$ cat config.mk
export PLATFORM = sky130hd
export DESIGN_NAME = emi_core
export DESIGN_NICKNAME = d
export VERILOG_FILES = /design/src/include/emi_pkg.sv /design/src/rtl/emi_core.sv /design/src/rtl/emi_wait_gen.sv
export SDC_FILE = /design/constraint.sdc
export NUM_CORES = 1
export LEC_CHECK = 0
export ABC_CLOCK_PERIOD_IN_PS = 2000
export BUFFER_PORTS_ARGS = -buffer_cell sky130_fd_sc_hd__clkbuf_2
export CAP_MARGIN = 30
export CORE_MARGIN = 2
export CORE_UTILIZATION = 41
export DETAILED_ROUTE_END_ITERATION = 8
export PLACE_DENSITY = 0.77
export SLEW_MARGIN = 10
export SYNTH_ARGS = -nofsm -noshare
export SYNTH_HDL_FRONTEND = slang
export SYNTH_SLANG_ARGS = --single-unit
$ cat constraint.sdc
create_clock -name clk -period 2 [get_ports clk]
set_input_delay 0 -clock clk [delete_from_list [all_inputs] [get_ports clk]]
set_output_delay 0 -clock clk [all_outputs]
set_load 0.05 [all_outputs]
$ cat src/include/emi_pkg.sv
// Purpose: shared constants and types of the external memory interface
// Assumes: one machine cycle is divided into two clock phases
// Notes:   address spaces are 16 bits wide
package emi_pkg;

  localparam int unsigned ADDR_W      = 16;
  localparam int unsigned DATA_W      = 16;
  localparam int unsigned WAIT_W      = 3;
  // data space above this bit is the switchable global half
  localparam int unsigned GLOBAL_BIT  = 15;
  localparam logic [WAIT_W-1:0] WAIT_ZERO = 3'h0;
  localparam logic [7:0] GMAP_RESET   = 8'h00;

  typedef enum logic [1:0] {
    EMI_SPACE_PROG = 2'h0,
    EMI_SPACE_DATA = 2'h1,
    EMI_SPACE_IO   = 2'h2
  } emi_space_t;

  // one request from the core side
  typedef struct packed {
    logic               valid;
    logic               write;
    emi_space_t         space;
    logic [ADDR_W-1:0]  addr;
    logic [DATA_W-1:0]  wdata;
  } emi_req_t;

  // selected pins of one external cycle
  typedef struct packed {
    logic               prog_sel;
    logic               data_sel;
    logic               io_sel;
  } emi_sel_t;

  typedef enum logic [4:0] {
    EMI_IDLE   = 5'h01,
    EMI_ADDR   = 5'h02,
    EMI_WRDRV  = 5'h04,
    EMI_WAIT   = 5'h08,
    EMI_DONE   = 5'h10
  } emi_state_t;

endpackage : emi_pkg

$ cat src/rtl/emi_core.sv
// Purpose: external memory interface muxing core buses onto one bus
// Assumes: a machine cycle is two clk periods, phase enable from a divider
// Notes:   core holds its requests until the matching done pulse
// Operation
// [RULE1] separate 64K program, data, io spaces
// [RULE2] on-chip hits stay off the bus
// [RULE3] upper 32K data local or global
// [RULE4] global access drives request from start
// [RULE5] order: write, data read, fetch
// [RULE6] 16-bit address and data bus
// [RULE7] exactly one space select per cycle
// [RULE8] external data space limited to 32K
// [RULE9] io uses same bus protocol
// [RULE10] read/write indicator per cycle
// [RULE11] strobe marks every external cycle
// [RULE12] ready low stalls the cycle
// [RULE13] outside logic drives ready high
// [RULE14] arbiter asserts ready after global access
// [RULE15] zero-wait reads, two-cycle writes
// [RULE16] write data drive delayed half cycle
// [RULE17] whole-cycle waits, ready unlimited
// [RULE18] release request when cycle completes
// [RULE19] wait count and ready both needed
`timescale 1ns/1ns
`default_nettype none
module emi_core
  import emi_pkg::*;
#(
  parameter int unsigned WAIT_WIDTH = emi_pkg::WAIT_W
) (
  input  wire logic                        clk,
  input  wire logic                        rst_b,
  input  wire emi_pkg::emi_req_t           prog_req,
  input  wire emi_pkg::emi_req_t           rd_req,
  input  wire emi_pkg::emi_req_t           wr_req,
  input  wire logic                        prog_onchip,
  input  wire logic                        rd_onchip,
  input  wire logic                        wr_onchip,
  input  wire logic [7:0]                  global_map_register,
  input  wire logic [WAIT_WIDTH-1:0]       wait_count,
  input  wire logic                        ready,
  input  wire logic [emi_pkg::DATA_W-1:0]  data_in,
  output logic [emi_pkg::ADDR_W-1:0]       addr_out,
  output logic [emi_pkg::DATA_W-1:0]       data_out,
  output logic                             data_oe,
  output logic                             program_space_select_b,
  output logic                             data_space_select_b,
  output logic                             io_space_select_b,
  output logic                             rd_nwr,
  output logic                             cycle_timing_strobe_b,
  output logic                             global_access_request_b,
  output logic                             prog_done,
  output logic                             rd_done,
  output logic                             wr_done,
  output logic [emi_pkg::DATA_W-1:0]       rd_data
);
  import emi_pkg::*;

  emi_state_t           st_q, st_d;
  logic                 phase_q;
  emi_req_t             cur_q;
  logic [1:0]           src_q;
  logic                 wr_second_q;
  logic                 glob_q;
  logic [ADDR_W-1:0]    addr_q;
  logic [DATA_W-1:0]    dout_q, rdat_q;
  logic                 oe_q, ps_q, ds_q, is_q, rnw_q, cycle_timing_strobe_q, br_q;
  logic                 pd_q, rd_q, wd_q;

  // phase enable: second half of each machine cycle
  wire cyc_end = phase_q;

  // [RULE2] on-chip filter
  wire wr_ext = wr_req.valid && !wr_onchip;
  wire rd_ext = rd_req.valid && !rd_onchip;
  wire pf_ext = prog_req.valid && !prog_onchip;

  // [RULE5] priority pick
  wire       pick_any = wr_ext || rd_ext || pf_ext;
  wire [1:0] pick_src = wr_ext ? 2'h2 : (rd_ext ? 2'h1 : 2'h0);
  wire emi_req_t pick_req = wr_ext ? wr_req : (rd_ext ? rd_req : prog_req);

  // [RULE3] global map for upper half of data space
  wire pick_glob = (pick_req.space == EMI_SPACE_DATA) && pick_req.addr[GLOBAL_BIT]
                   && (global_map_register != GMAP_RESET);

  logic wait_exp;
  wire  start = (st_q == EMI_IDLE) && pick_any && !phase_q;

  emi_wait_gen #(.WIDTH(WAIT_WIDTH)) u_wait (
    .clk     (clk),
    .rst_b   (rst_b),
    .load    (start),
    .count   (wait_count),
    .tick    (cyc_end),
    .expired (wait_exp)
  );

  // [RULE12] [RULE17] [RULE19] cycle ends on ready and expired count
  wire may_end = ready && wait_exp && cyc_end;

  // [RULE15] writes take two machine cycles
  always_comb begin
    st_d = st_q;
    unique case (st_q)
      EMI_IDLE:  if (start) st_d = EMI_ADDR;
      EMI_ADDR:  if (cyc_end) st_d = cur_q.write ? EMI_WRDRV : EMI_WAIT;
      EMI_WRDRV: begin
        if (may_end) st_d = EMI_DONE;
        else if (cyc_end) st_d = EMI_WAIT;
      end
      EMI_WAIT:  if (may_end || (cur_q.write && !wr_second_q && cyc_end && ready && wait_exp))
                   st_d = EMI_DONE;
      EMI_DONE:  st_d = EMI_IDLE;
      default:   st_d = EMI_IDLE;
    endcase
  end

  // reads end in the first machine cycle when ready and no waits
  wire read_fast = (st_q == EMI_ADDR) && !cur_q.write && ready && wait_exp && cyc_end;
  wire in_cycle  = (st_q != EMI_IDLE) && (st_q != EMI_DONE);
  // [RULE15] a write may close at the end of its second machine cycle
  wire slow_end  = (st_q == EMI_WRDRV) || (st_q == EMI_WAIT);
  wire finish    = read_fast || (slow_end && st_d == EMI_DONE);
  // the bus stays claimed up to the edge that finishes the cycle
  wire hold_bus  = in_cycle && !finish;

  // [RULE1] [RULE7] exactly one space select per cycle
  wire new_prog  = start && (pick_req.space == EMI_SPACE_PROG);
  wire new_data  = start && (pick_req.space == EMI_SPACE_DATA);
  wire new_io    = start && (pick_req.space == EMI_SPACE_IO);
  wire cur_prog  = hold_bus && (cur_q.space == EMI_SPACE_PROG);
  wire cur_data  = hold_bus && (cur_q.space == EMI_SPACE_DATA);
  wire cur_io    = hold_bus && (cur_q.space == EMI_SPACE_IO);
  // [RULE4] [RULE18] request rises with the address, drops at completion
  wire br_on     = (start && pick_glob) || (hold_bus && glob_q);
  // [RULE11] strobe covers the same edges as the select
  wire cycle_timing_strobe_on   = start || hold_bus;
  // [RULE16] write drive starts half a machine cycle after the address
  wire oe_on     = cur_q.write && !finish &&
                   ((st_q == EMI_ADDR && cyc_end) ||
                    (st_q == EMI_WRDRV) ||
                    (st_q == EMI_WAIT));
  // [RULE8] local data addresses folded into the lower 32K
  wire fold_addr = (pick_req.space == EMI_SPACE_DATA) && !pick_glob;
  wire [ADDR_W-1:0] addr_d = fold_addr ? {1'b0, pick_req.addr[ADDR_W-2:0]} : pick_req.addr;
  // one done pulse for the unit whose request just completed
  wire done_prog = finish && (src_q == 2'h0);
  wire done_rd   = finish && (src_q == 2'h1);
  wire done_wr   = finish && (src_q == 2'h2);

  always_ff @(posedge clk or negedge rst_b) begin
    if (!rst_b) begin
      st_q        <= EMI_IDLE;
      phase_q     <= 1'b0;
      cur_q       <= '0;
      src_q       <= 2'h0;
      wr_second_q <= 1'b0;
      glob_q      <= 1'b0;
    end else begin
      phase_q <= !phase_q;
      st_q    <= read_fast ? EMI_DONE : st_d;
      if (start) begin
        cur_q  <= pick_req;
        src_q  <= pick_src;
        glob_q <= pick_glob;
      end
      wr_second_q <= (st_q == EMI_WRDRV);
    end
  end

  // pin registers
  always_ff @(posedge clk or negedge rst_b) begin
    if (!rst_b) begin
      addr_q <= '0;
      dout_q <= '0;
      oe_q   <= 1'b0;
      ps_q   <= 1'b1;
      ds_q   <= 1'b1;
      is_q   <= 1'b1;
      rnw_q  <= 1'b1;
      cycle_timing_strobe_q <= 1'b1;
      br_q   <= 1'b1;
      rdat_q <= '0;
      pd_q   <= 1'b0;
      rd_q   <= 1'b0;
      wd_q   <= 1'b0;
    end else begin
      // [RULE6] [RULE9] [RULE10] shared bus, direction set per cycle
      if (start) begin
        addr_q <= addr_d;
        dout_q <= pick_req.wdata;
        rnw_q  <= !pick_req.write;
      end
      ps_q   <= !(new_prog || cur_prog);
      ds_q   <= !(new_data || cur_data);
      is_q   <= !(new_io || cur_io);
      br_q   <= !br_on;
      cycle_timing_strobe_q <= !cycle_timing_strobe_on;
      oe_q   <= oe_on;
      // [RULE13] [RULE14] read data taken at the finishing edge
      if (finish && !cur_q.write) rdat_q <= data_in;
      pd_q   <= done_prog;
      rd_q   <= done_rd;
      wd_q   <= done_wr;
    end
  end

  assign addr_out                = addr_q;
  assign data_out                = dout_q;
  assign data_oe                 = oe_q;
  assign program_space_select_b  = ps_q;
  assign data_space_select_b     = ds_q;
  assign io_space_select_b       = is_q;
  assign rd_nwr                  = rnw_q;
  assign cycle_timing_strobe_b   = cycle_timing_strobe_q;
  assign global_access_request_b = br_q;
  assign prog_done               = pd_q;
  assign rd_done                 = rd_q;
  assign wr_done                 = wd_q;
  assign rd_data                 = rdat_q;
endmodule : emi_core
`default_nettype wire

$ cat src/rtl/emi_wait_gen.sv
// Purpose: software wait-state counter for one external cycle
// Assumes: load pulses at cycle start, tick once per machine cycle
// Notes:   expired stays high until the next load
`timescale 1ns/1ns
`default_nettype none
module emi_wait_gen #(
  parameter int unsigned WIDTH = 3
) (
  input  wire logic             clk,
  input  wire logic             rst_b,
  input  wire logic             load,
  input  wire logic [WIDTH-1:0] count,
  input  wire logic             tick,
  output var  logic             expired
);
  logic [WIDTH-1:0] cnt_q;
  logic [WIDTH-1:0] cnt_d;

  assign cnt_d   = load ? count : ((tick && cnt_q != '0) ? cnt_q - 1'b1 : cnt_q);
  assign expired = (cnt_q == '0) && !load;

  always_ff @(posedge clk or negedge rst_b) begin
    if (!rst_b) begin
      cnt_q <= '0;
    end else begin
      cnt_q <= cnt_d;
    end
  end
endmodule : emi_wait_gen
`default_nettype wire

==> flow_summary.ini <==
[run_status]
status = completed

[logic_synthesis]
syn_area_per_cell_um2 = 9.08
syn_area_um2 = 3810
yosysUniqueCellTypes = 53
ys_ff_latch = 73
yosysWarningCount = 0
synth.top_cell.area_share_pct = 43.3
synth.largest_area_cell = dfrtp_1
yosysMostFrequentCell = nand2_1
synth_common_cells = nand2_1, dfrtp_1, nor2_1
ys_seq_area_share_pct = 48.1
async_flop_share_pct = 100
synth_nets = 563
synthTopCellsByArea = dfrtp_1, nand2_1, o31ai_1, and3_1, dfstp_2
synth_cells = 420
synth_ff_type = dfrtp_1
synth_edf_count = 0

[critical_path]
cp_max_fo = 8
rr_endpoint = rd_data[11]$_DFFE_PN0P_
r2r_slack_ps = 20
crit_required_ps = 2230
cp.arrival_ps = 2210
crit_chain = inv_2 -> ha_4 -> nand4b_4 -> or3_4 -> a211o_4 -> clkbuf_16 -> mux2_4
r2r-start = u_wait.cnt_q[1]$_DFFE_PN0P_
cpPeakStageDelay_ps = 400
cp_num_cells = 7
critPathBufInv = 2
cp_slowest_cell = dfrtp_1
critical_path_class = flop to flop
crit_family = simple AND/OR/NAND/NOR gates
reg2regPathDepth = 7
start_kind = flop
cp-end-kind = flop

[drt]
routed_wl_um = 12200
wl_per_cell_um = 15.4
ant_nets = 0
vias = 4100
via_per_inst = 5.17
drt-pass1-iter-count = 4
first_iter_violations = 205
drc = 0

[pwr]
pwr-share-clk_pct = 19.1
power_density_nw_per_um2 = 1360
seq_power_share_pct = 31.9
p_comb_share_pct = 49.0
p_switching_uw = 3780
p_sw_share_pct = 46.7
internal_power_uw = 4310
ir_drop_mv = 0.601
cellLeakagePower_uw = 0.00316
post-layout-total-power_uw = 8080

[grt]
grt_pass1_vias = 4022
antenna_found_initial = 0
gr-total-overflow = 0
grt_first_pass_wirelength_um = 18700
grt_max_degree = 74
grt_usage_pct = 23.3

[sta]
drv_slew = 0
setup_violations = 0
min_period_over_period_pct = 99.1
relSlewSlack_pct = 48.4
fmaxAchievable_mhz = 505
min_period_ps = 1980
worstMarginPinSlew_ps = 773
hold_viol_final = 0
grt_setup_unrepaired = yes
finClkSkew_ps = 9.39

[finish]
nets = 820
drive_gt1_share_pct = 39.4
final_cells = 793
diodes = 0
area_growth_pct = 55.7

[job]
drv_cap = 0

[floorplan]
io-pin-count = 199
die_y_um = 100
num_rows = 35
die_w_um = 100
core-area_um2 = 9110
dieArea_um2 = 10100
initial_core_util_pct = 41.9

[place]
routabilityCongestion = 0.852
hpwlAfterDp_um = 7450
dp_cells = 708
io_buffers = 198

[worst_hold_path]
min_path_type = input port to flop
min_path_cells = 4
worst_hold_startpoint = prog_req[19]
whs_endpoint = addr_out[3]$_DFFE_PN0P_

[cts]
clockBufferDepth = 2
clk_latency_ps = 340
clkSinkCount = 73
clockRootBuffer = clkbuf_8
cts_made_buffers = 9
clkTransAtPathRegs_ps = 80
htreeDepth = 3
cts_tree = built
what timing repair did:
action / CTS / global route
hold endpoints to repair: 116 / 0
resized for setup: 0 / 5
setup endpoints to repair: 0 / 25
buffers inserted: 0 / 3
hold buffers: 64 / 0
cells in the final DEF (no fill, tap or decap), types with 3 or more instances in the layout:
master,netlist,final
dlygate4sd3_1,0,64
nor2_1,43,43
nand3_1,3,3
clkbuf_2,1,197
inv_1,10,8
mux2i_1,3,3
nor2b_1,4,3
nor3_1,4,4
buf_12,1,4
nand2_1,105,105
dfrtp_1,66,66
and3_1,31,31
clkbuf_8,0,9
o21ai_0,5,5
o31ai_1,34,34
dfstp_2,7,7
bufinv_16,0,4
mux2_2,6,6
buf_4,2,11
mux2_4,10,10
a21oi_1,9,9
nand2b_1,6,5
how the worst max path moves through the flow:
stage	endpoint	from
after floorplan	rd_data[0]$_DFFE_PN0P_	u_wait.cnt_q[0]$_DFFE_PN0P_
after global placement	rd_data[14]$_DFFE_PN0P_	u_wait.cnt_q[1]$_DFFE_PN0P_
after detailed placement	rd_data[14]$_DFFE_PN0P_	u_wait.cnt_q[1]$_DFFE_PN0P_
after CTS	rd_data[14]$_DFFE_PN0P_	u_wait.cnt_q[0]$_DFFE_PN0P_
after global routing	rd_data[11]$_DFFE_PN0P_	st_q[3]$_DFF_PN0_
final	rd_data[11]$_DFFE_PN0P_	u_wait.cnt_q[1]$_DFFE_PN0P_
power groups by stage:
stage | sequential (µW) | clock (µW) | combinational (µW)
floorplan | 4240 | 0 | 1060
global placement | 2530 | 0 | 3640
detailed placement | 2550 | 0 | 3720
CTS | 2540 | 1570 | 3820
global route | 2660 | 1650 | 4200
finish | 2580 | 1540 | 3960
metrics by stage:
step	hold WS (ps)	setup TNS, ps	util, %	worst slack, ps	cell area, µm²
4_1_cts	0.182	0	64.1	17.1	5830
2_1_floorplan	-296	0	-	15.9	3810
3_3_place_gp	179	0	54.1	86.4	4930
6_report	19.3	0	65.2	18.1	5940
5_1_grt	13.1	-439	65.2	-46.7	5940
3_5_place_dp	185	0	54.1	37.7	4930
metal layers:
layer | wire, µm | up-vias | GRT usage, %
met5 | 0 | - | 0
met4 | 257 | 0 | 7.48
met3 | 702 | 26 | 5.50
met2 | 6480 | 188 | 41.4
met1 | 4790 | 1927 | 27.8
li1 | - | 1959 | -
registers in the layout, indices dropped and copies added (netlist names), 2 cells and up:
register,flops
st_q,5
data_out,16
addr_out,16
rd_data,16
cur_q,3
src_q,2
u_wait.cnt_q,3
layout make-up:
class                           instances  area [µm²]
Clock buffer                            9         124
Inverter                               10        37.5
Timing Repair Buffer                  277        1810
Clock inverter                          7         143
Fill cell                             679        3170
Sequential cell                        73        1840
Tap cell                              111         139
Multi-Input combinational cell        306        1840
logic make-up after synthesis:
kind of cell,after synthesis,share of synthesized area (%)
AND/OR/NAND/NOR,212,25.8
flip-flops,73,48.1
AO/OA/AOI/OAI,69,13.1
buffers and inverters,41,4.92
multiplexers,19,6.50
XOR/XNOR,4,0.919
adder cells (fa/ha/maj),2,0.656
worst min-delay path, delay by kind of cell:
kind,cells,cell delay [ps]
AO/OA/AOI/OAI,1,60
buffers and inverters,1,80
AND/OR/NAND/NOR,2,190
Power figures use the tool's default switching activity.
